==> src/hdl/wesa_pkg.sv <==
// package for the wakeup event state access register bank
// assumes a 32-bit AXI4-Lite register port with byte addresses
package wesa_pkg;
    localparam logic [31:0] WESA_ADDR_SET_PEND = 32'he001_e400;
    localparam logic [31:0] WESA_ADDR_MASK_INT = 32'he001_e480;
    localparam logic [31:0] WESA_ADDR_MASK_IRQ0 = 32'he001_e484;
    localparam logic [31:0] WESA_ADDR_WAKE_CTRL = 32'he001_e4c0;
    localparam logic [31:0] WESA_ADDR_WAKE_STAT = 32'he001_e4c4;
    localparam int WESA_IRQ_BANKS = 15;
    localparam int WESA_IRQ_PER_BANK = 32;
    localparam int WESA_IRQ_NUM = WESA_IRQ_BANKS * WESA_IRQ_PER_BANK;
    localparam int WESA_BIT_EVENT = 0;
    localparam int WESA_BIT_NMI = 1;
    localparam int WESA_BIT_DBG = 2;
    localparam logic [1:0] WESA_RESP_OKAY = 2'h0;
    localparam logic [1:0] WESA_RESP_SLVERR = 2'h2;
    localparam logic [2:0] WESA_PROT_PRIV = 3'h1;
    localparam logic [2:0] WESA_PROT_NS = 3'h2;
    localparam logic [31:0] WESA_ZERO = 32'h0000_0000;
endpackage

==> src/hdl/wesa_mask_if.sv <==
// carrier between the bank top and its mask builder
// assumes one clock domain
`timescale 1ns/100ps
interface wesa_mask_if;
    logic [wesa_pkg::WESA_IRQ_NUM-1:0] irq_wake_enable;
    logic [wesa_pkg::WESA_IRQ_NUM-1:0] irq_supported;
    logic dbg_wake_enable;
    logic exec_prio_at_or_above_nmi;
    logic [wesa_pkg::WESA_IRQ_NUM-1:0] irq_mask;
    logic [2:0] int_mask;
    modport producer (
        input irq_wake_enable,
        input irq_supported,
        input dbg_wake_enable,
        input exec_prio_at_or_above_nmi,
        output irq_mask,
        output int_mask
    );
    modport consumer (
        output irq_wake_enable,
        output irq_supported,
        output dbg_wake_enable,
        output exec_prio_at_or_above_nmi,
        input irq_mask,
        input int_mask
    );
endinterface

==> src/hdl/wesa_mask_build.sv <==
// builds the wake mask words from core state
// assumes inputs already in the core clock domain
`timescale 1ns/100ps
module wesa_mask_build (
    wesa_mask_if.producer m
);
    genvar g;
    // ----------------------------------------
    // per interrupt mask bits
    // ----------------------------------------
    generate
        for (g = 0; g < wesa_pkg::WESA_IRQ_NUM; g = g + 1)
        begin : g_irq
            // zero means wake masking on; unsupported reads zero
            assign m.irq_mask[g] = m.irq_wake_enable[g] & m.irq_supported[g];
        end
    endgenerate
    assign m.int_mask[wesa_pkg::WESA_BIT_DBG] = m.dbg_wake_enable;
    assign m.int_mask[wesa_pkg::WESA_BIT_NMI] = ~m.exec_prio_at_or_above_nmi;
    assign m.int_mask[wesa_pkg::WESA_BIT_EVENT] = 1'b0;
endmodule

==> src/hdl/wesa_top.sv <==
// wakeup event state access register bank, AXI4-Lite slave
// assumes core state inputs synchronous to ref_clk, async active-high rst
//
// Overview of operation
// - writing one to set-pending bit 2 raises a debug request pulse
// - writing one to set-pending bit 1 raises a non-maskable interrupt pulse
// - writing one to set-pending bit 0 raises a receive event pulse
// - zeros written to set-pending bits have no effect
// - set-pending register is write-only, injects wake events
// - with security extension present and banking bit clear, non-secure access reads zero, ignores writes
// - unprivileged access is refused and raises a bus fault
// - one shared copy of each register for both security states
// - internal mask bit 2 reports debug request wake masking, zero is masked
// - internal mask bit 1 reports nmi wake masking, zero is masked
// - nmi reads masked when execution priority at or above nmi priority
// - internal mask bit 0 always reads zero
// - fifteen irq mask registers, each covering 32 interrupts from index times 32
// - irq mask bit zero means wake masking enabled for that interrupt
// - mask bits of unsupported interrupts read zero
// - mask registers expose the wake set at sleep entry
`timescale 1ns/100ps
module wesa_top (
    input wire logic ref_clk,
    input wire logic rst,
    input wire logic security_ext_present,
    input wire logic nonsecure_fault_banking_bit,
    input wire logic [wesa_pkg::WESA_IRQ_NUM-1:0] irq_wake_enable,
    input wire logic [wesa_pkg::WESA_IRQ_NUM-1:0] irq_supported,
    input wire logic dbg_wake_enable,
    input wire logic exec_prio_at_or_above_nmi,
    input wire logic sleep_entry,
    input wire logic [31:0] s_axi_awaddr,
    input wire logic [2:0] s_axi_awprot,
    input wire logic s_axi_awvalid,
    output logic s_axi_awready,
    input wire logic [31:0] s_axi_wdata,
    input wire logic [3:0] s_axi_wstrb,
    input wire logic s_axi_wvalid,
    output logic s_axi_wready,
    output logic [1:0] s_axi_bresp,
    output logic s_axi_bvalid,
    input wire logic s_axi_bready,
    input wire logic [31:0] s_axi_araddr,
    input wire logic [2:0] s_axi_arprot,
    input wire logic s_axi_arvalid,
    output logic s_axi_arready,
    output logic [31:0] s_axi_rdata,
    output logic [1:0] s_axi_rresp,
    output logic s_axi_rvalid,
    input wire logic s_axi_rready,
    output logic external_debug_request,
    output logic nmi_request,
    output logic receive_event_input,
    output logic bus_fault,
    output logic auto_transfer_enable
);
    // ----------------------------------------
    // mask builder
    // ----------------------------------------
    wesa_mask_if mif ();
    assign mif.irq_wake_enable = irq_wake_enable;
    assign mif.irq_supported = irq_supported;
    assign mif.dbg_wake_enable = dbg_wake_enable;
    assign mif.exec_prio_at_or_above_nmi = exec_prio_at_or_above_nmi;
    wesa_mask_build u_mask (
        .m(mif.producer)
    );

    // snapshot taken at sleep entry, one shared copy for both states
    logic [wesa_pkg::WESA_IRQ_NUM-1:0] irq_snap_q;
    logic [2:0] int_snap_q;
    logic snap_valid_q;
    always_ff @(posedge ref_clk or posedge rst)
    begin
        if (rst)
        begin
            irq_snap_q <= '0;
            int_snap_q <= '0;
            snap_valid_q <= 1'b0;
        end
        else if (sleep_entry)
        begin
            irq_snap_q <= mif.irq_mask;
            int_snap_q <= mif.int_mask;
            snap_valid_q <= 1'b1;
        end
    end

    // ----------------------------------------
    // write channel
    // ----------------------------------------
    logic aw_have_q;
    logic w_have_q;
    logic [31:0] aw_addr_q;
    logic [2:0] aw_prot_q;
    logic [31:0] w_data_q;
    logic [3:0] w_strb_q;
    logic wr_go;
    logic wr_priv;
    logic wr_ns_blocked;
    logic wr_allowed;
    logic hit_set_pend_w;
    logic hit_ctrl_w;
    logic inject;
    logic [2:0] inj_bits;
    logic auto_q;

    assign wr_go = aw_have_q & w_have_q & ~s_axi_bvalid;
    assign wr_priv = (aw_prot_q & wesa_pkg::WESA_PROT_PRIV) != 3'h0;
    assign wr_ns_blocked = security_ext_present & ~nonsecure_fault_banking_bit &
        ((aw_prot_q & wesa_pkg::WESA_PROT_NS) != 3'h0);
    assign wr_allowed = wr_priv & ~wr_ns_blocked;
    assign hit_set_pend_w = aw_addr_q == wesa_pkg::WESA_ADDR_SET_PEND;
    assign hit_ctrl_w = aw_addr_q == wesa_pkg::WESA_ADDR_WAKE_CTRL;
    assign inject = wr_go & wr_allowed & hit_set_pend_w & w_strb_q[0];
    assign inj_bits = inject ? w_data_q[2:0] : 3'h0;

    always_ff @(posedge ref_clk or posedge rst)
    begin
        if (rst)
        begin
            aw_have_q <= 1'b0;
            w_have_q <= 1'b0;
            aw_addr_q <= '0;
            aw_prot_q <= '0;
            w_data_q <= '0;
            w_strb_q <= '0;
        end
        else
        begin
            if (s_axi_awvalid & s_axi_awready)
            begin
                aw_have_q <= 1'b1;
                aw_addr_q <= s_axi_awaddr;
                aw_prot_q <= s_axi_awprot;
            end
            else if (wr_go)
                aw_have_q <= 1'b0;
            if (s_axi_wvalid & s_axi_wready)
            begin
                w_have_q <= 1'b1;
                w_data_q <= s_axi_wdata;
                w_strb_q <= s_axi_wstrb;
            end
            else if (wr_go)
                w_have_q <= 1'b0;
        end
    end

    always_ff @(posedge ref_clk or posedge rst)
    begin
        if (rst)
        begin
            s_axi_awready <= 1'b0;
            s_axi_wready <= 1'b0;
            s_axi_bvalid <= 1'b0;
            s_axi_bresp <= wesa_pkg::WESA_RESP_OKAY;
            external_debug_request <= 1'b0;
            nmi_request <= 1'b0;
            receive_event_input <= 1'b0;
            auto_q <= 1'b1;
        end
        else
        begin
            s_axi_awready <= ~aw_have_q & ~(s_axi_awvalid & s_axi_awready);
            s_axi_wready <= ~w_have_q & ~(s_axi_wvalid & s_axi_wready);
            external_debug_request <= inj_bits[wesa_pkg::WESA_BIT_DBG];
            nmi_request <= inj_bits[wesa_pkg::WESA_BIT_NMI];
            receive_event_input <= inj_bits[wesa_pkg::WESA_BIT_EVENT];
            if (wr_go & wr_allowed & hit_ctrl_w & w_strb_q[0])
                auto_q <= w_data_q[0];
            if (wr_go)
            begin
                s_axi_bvalid <= 1'b1;
                s_axi_bresp <= wr_priv ? wesa_pkg::WESA_RESP_OKAY
                    : wesa_pkg::WESA_RESP_SLVERR;
            end
            else if (s_axi_bready)
                s_axi_bvalid <= 1'b0;
        end
    end
    assign auto_transfer_enable = auto_q;

    // ----------------------------------------
    // read channel
    // ----------------------------------------
    logic rd_priv;
    logic rd_ns_blocked;
    logic rd_take;
    logic [31:0] rd_off;
    logic [31:0] rd_idx;
    logic rd_bank_hit;
    logic [31:0] rd_word;
    logic [31:0] bank_word;

    assign rd_take = s_axi_arvalid & s_axi_arready;
    assign rd_priv = (s_axi_arprot & wesa_pkg::WESA_PROT_PRIV) != 3'h0;
    assign rd_ns_blocked = security_ext_present & ~nonsecure_fault_banking_bit &
        ((s_axi_arprot & wesa_pkg::WESA_PROT_NS) != 3'h0);
    assign rd_off = s_axi_araddr - wesa_pkg::WESA_ADDR_MASK_IRQ0;
    assign rd_idx = {2'b00, rd_off[31:2]};
    assign rd_bank_hit = (s_axi_araddr >= wesa_pkg::WESA_ADDR_MASK_IRQ0) &
        (rd_idx < 32'(wesa_pkg::WESA_IRQ_BANKS)) & (rd_off[1:0] == 2'b00);
    assign bank_word = irq_snap_q[rd_idx[3:0]*wesa_pkg::WESA_IRQ_PER_BANK +: 32];
    assign rd_word =
        rd_ns_blocked ? wesa_pkg::WESA_ZERO :
        (s_axi_araddr == wesa_pkg::WESA_ADDR_MASK_INT) ? {29'h0, int_snap_q} :
        rd_bank_hit ? bank_word :
        (s_axi_araddr == wesa_pkg::WESA_ADDR_WAKE_CTRL) ? {31'h0, auto_q} :
        (s_axi_araddr == wesa_pkg::WESA_ADDR_WAKE_STAT) ? {31'h0, snap_valid_q} :
        wesa_pkg::WESA_ZERO;

    always_ff @(posedge ref_clk or posedge rst)
    begin
        if (rst)
        begin
            s_axi_arready <= 1'b0;
            s_axi_rvalid <= 1'b0;
            s_axi_rdata <= '0;
            s_axi_rresp <= wesa_pkg::WESA_RESP_OKAY;
        end
        else
        begin
            s_axi_arready <= ~s_axi_rvalid & ~rd_take;
            if (rd_take)
            begin
                s_axi_rvalid <= 1'b1;
                s_axi_rdata <= rd_priv ? rd_word : wesa_pkg::WESA_ZERO;
                s_axi_rresp <= rd_priv ? wesa_pkg::WESA_RESP_OKAY
                    : wesa_pkg::WESA_RESP_SLVERR;
            end
            else if (s_axi_rready)
                s_axi_rvalid <= 1'b0;
        end
    end

    always_ff @(posedge ref_clk or posedge rst)
    begin
        if (rst)
            bus_fault <= 1'b0;
        else
            bus_fault <= (rd_take & ~rd_priv) | (wr_go & ~wr_priv);
    end
endmodule

==> config.mk <==
export PLATFORM = sky130hd
export DESIGN_NAME = wesa_top
export DESIGN_NICKNAME = d
export VERILOG_FILES = /design/src/hdl/wesa_pkg.sv /design/src/hdl/wesa_mask_if.sv /design/src/hdl/wesa_mask_build.sv /design/src/hdl/wesa_top.sv
export SDC_FILE = /design/constraint.sdc
export NUM_CORES = 2
export LEC_CHECK = 0
export BUFFER_PORTS_ARGS = -buffer_cell sky130_fd_sc_hd__buf_4
export CORE_AREA = 2 2 443 445
export CTS_BUF_LIST = sky130_fd_sc_hd__clkbuf_4 sky130_fd_sc_hd__clkbuf_8
export DETAILED_ROUTE_END_ITERATION = 16
export DIE_AREA = 0 0 445 447
export PLACE_DENSITY = 0.4
export SLEW_MARGIN = 20
export SYNTH_ARGS = -nofsm -noshare
export SYNTH_HDL_FRONTEND = slang
export SYNTH_SLANG_ARGS = --single-unit
export TNS_END_PERCENT = 1
==> constraint.sdc <==
create_clock -name ref_clk -period 20.7 [get_ports ref_clk]
set_clock_uncertainty 0.1 [all_clocks]
set_input_delay 2.07 -clock ref_clk [delete_from_list [all_inputs] [get_ports ref_clk]]
set_output_delay 2.07 -clock ref_clk [all_outputs]
set_load 0.01 [all_outputs]
==> out/summary.txt <==
status: completed
number of design-rule violations left by the first detailed-router iteration: 1463
post-cts gate resize count: 0
internal cell power: 2.252 mW
part of the power in combinational logic: 0.184
DIE WIDTH: 445 um
buffers inserted during post-CTS setup optimization: 0
number of global-route vias before repair: 25484
LEAKAGE: 18.27 nW
cell count after synthesis: 2651
Setup Total Neg Slack: 0 ns
number of hold buffers added after CTS: 0
post-CTS clock slew at the launch and capture registers of the worst setup and hold paths: 0.06 ns
fmax: 173.7 MHz
count of buffers inserted at the top-level ports: 1087
cell at the root of the clock tree: clkbuf_8
post-detail-place hpwl: 123.7 mm
most used flip-flop cell after synthesis: dfrtp_1
effective utilization at floorplan: 0.1373
CTS HTree Levels: 3
terminus of the critical flop-to-flop path: s_axi_rdata[11]
crit path kind: in -> reg
launching instance or port of the critical path: s_axi_araddr[2]
routed via count: 24321
Post-route DRC: 0
Final Wtd Congestion: 0.9064
final slew viol count: 0
number of nets with antenna violations after routing: 0
proportion of synthesized flip-flops having asynchronous set or reset: 1.000
Hold WC Path Type: reg -> reg
Util after Layout: 0.2075
critical register-to-register path startpoint: irq_snap_q[331]
vias per cell: 3.811
final std cells w/o fill: 6381
internal reg-to-reg setup slack: 18.41 ns
switching component of the power: 0.9092 mW
final-report setup violation count: 0
clock network power share: 0.406
height of the die: 447 um
minimum clock period: 5.756 ns
number of endpoints with negative hold slack in the final report: 0
startpoint type of the worst setup path: primary input
number of antenna violations at the first check in global routing: 64
largest net degree at the start of global routing: 240
required time reported for the critical path endpoint: 21.36 ns
max cap viols: 0
clk sinks: 567
capture point of the critical path: s_axi_rdata[11]
overall power of the completed layout: 3.161 mW
transition at the pin with the smallest max-transition slack: 1.316 ns
period utilisation layout: 0.2781
Post-layout nets: 4807
Worst Path Max Fanout: 56
number of core rows: 162
Pre-antenna DRT Iters: 4
relative max-transition margin: 0.1135
number of buffers created by CTS: 113
Core Area: 0.1942 sq mm
post-synthesis average cell area: 10.05 sq um
overflow left after global routing: 0
final wirelength: 155.6 mm
drt wl/cell: 24.38 um
latest clock arrival within the worst-skew pair: 0.83 ns
Net Sw Frac: 0.2876
share of cells above drive strength 1: 0.3994
total power divided by cell area: 78.46 mW/mm^2
EDFF count, synth: 0
sequential cell area fraction in the yosys report: 0.5324
arrival time of data at the critical path endpoint: 6.41 ns
wire length of the first global-routing pass: 207.0 mm
top-level I/O count: 1124
post-synth design cell area: 0.02665 sq mm
clock tree from TritonCTS: yes
sequential fraction of design power: 0.410
number of unique standard cell types used by synthesis: 65
placed insts: 6154
deepest clock path buffer count: 3
flops & latches, synth: 567
reg2reg path depth: 6
overall global routing resource usage: 0.1512
IR Drop Worst-Case VDD: 40.01 uV
RSZ-0062 raised after global routing: false
die footprint: 0.1989 sq mm
Critical Path End Type: flop
area overhead of the layout relative to synthesis: 51.14%
Syn. warnings: 0
==> critical path, stage by stage <==
cell and delay, ns:
buf_4 0.36, inv_8 0.24, ha_4 0.31, xor2_4 0.73, buf_4 0.78, a21oi_1 0.18, o21ai_0 1.04, mux4_2 0.44
a22o_1 0.12
==> final cells by class <==
class	instances	area, sq um
fillers	21526	153900
flip-flops and latches	567	14190
multi-input cells	1434	10040
repair buffers	1122	8443
well taps	2542	3181
clock buffers	189	2351
inverters	489	1851
clock inverters	20	180.2
diodes	18	45.04
==> cell families after synthesis <==
group / count (synthesis) / share of synthesized area
simple gates: 630 / 0.1193
mux: 170 / 0.1259
other cells: 1 / 0.0001407
xor+xnor: 5 / 0.001925
flops: 567 / 0.5324
buf+inv: 651 / 0.09337
compound gates: 625 / 0.1261
fa+ha+maj: 2 / 0.0009387
==> placed cells by master, fill, tap and decap left out, types with 3 or more instances in the layout <==
| cell | synthesis | layout |
|---|---|---|
| inv_1 | 488 | 487 |
| nor3_1 | 6 | 6 |
| mux4_2 | 128 | 128 |
| nand4_1 | 5 | 5 |
| nor4b_1 | 4 | 4 |
| nand2b_1 | 3 | 3 |
| buf_4 | 3 | 1120 |
| a21o_1 | 3 | 3 |
| and2_1 | 6 | 6 |
| o22ai_1 | 3 | 3 |
| diode_2 | 0 | 18 |
| nand3_1 | 487 | 487 |
| a22o_1 | 31 | 31 |
| nand2_1 | 49 | 48 |
| nor2_1 | 43 | 42 |
| o21ai_0 | 523 | 522 |
| dfrtp_1 | 566 | 566 |
| a21oi_1 | 41 | 41 |
| clkinvlp_4 | 0 | 6 |
| clkbuf_8 | 0 | 149 |
| nor4_1 | 4 | 4 |
| mux2_2 | 41 | 41 |
| clkinv_2 | 0 | 10 |
| clkbuf_4 | 0 | 40 |
==> how the worst min path moves through the flow <==
stage	start	endpoint	slack [ns]	depth (start not counted)
6_report	aw_have_q	s_axi_awready	0.35	1
3_3_place_gp	aw_have_q	s_axi_awready	0.34	1
2_1_floorplan	w_have_q	s_axi_wready	0.31	1
5_1_grt	snap_valid_q	snap_valid_q	0.38	1
3_5_place_dp	aw_have_q	s_axi_awready	0.35	1
4_1_cts	aw_have_q	s_axi_awready	0.35	1
==> metal layers <==
layer	vias to the layer above	track usage	share of wire
met5	-	0	0.0026
met4	66	0.03245	0.019
met3	217	0.05406	0.078
met2	760	0.2554	0.49
met1	11976	0.1839	0.41
li1	11302	-	-
==> sequential cells by signal (all words and copies together), names as in the netlist <==
name and cells:
external_debug_request 1, aw_addr_q 32, aw_prot_q 2, s_axi_awready 1, s_axi_bvalid 1, bus_fault 1, auto_transfer_enable 1, s_axi_arready 1
irq_snap_q 480, nmi_request 1, w_strb_q 1, snap_valid_q 1, int_snap_q 2, s_axi_rresp 1, w_data_q 3, w_have_q 1
s_axi_bresp 1, s_axi_rvalid 1, receive_event_input 1, aw_have_q 1, s_axi_wready 1, s_axi_rdata 32
==> Yosys cell counts, drive strengths merged, types with 4 or more instances <==
library cell / instances / area share
nor3: 7 / 0.0017
buf: 23 / 0.0049
a21oi: 42 / 0.0080
nor2: 44 / 0.0063
nand4: 5 / 0.0012
inv: 489 / 0.069
xnor2: 4 / 0.0016
nand3: 487 / 0.091
mux2: 41 / 0.017
a22o: 31 / 0.010
clkbuf: 139 / 0.020
nand2: 49 / 0.0069
and2: 6 / 0.0014
nor4: 6 / 0.0019
o21ai: 523 / 0.098
mux4: 128 / 0.11
nor4b: 5 / 0.0019
dfrtp: 566 / 0.53
==> through the flow <==
stage	instance area, sq um	setup WS [ns]	hold WS [ns]
finish	40280	14.94	0.3521
global route	40260	14.87	0.3842
global placement	37710	13.98	0.3406
floorplan	26660	2.672	0.3071
detailed placement	37710	14.00	0.3461
CTS	40240	14.98	0.3549
==> power groups by stage <==
stage / clock network (mW) / registers [mW] / logic (mW)
final: 1.28 / 1.30 / 0.582
after CTS: 1.34 / 1.30 / 0.600
after detailed placement: 0 / 1.32 / 0.598
after global placement: 0 / 1.31 / 0.593
after global routing: 1.39 / 1.31 / 0.640
after floorplan: 0 / 1.30 / 0.264
(Power assumes the default switching activity.)
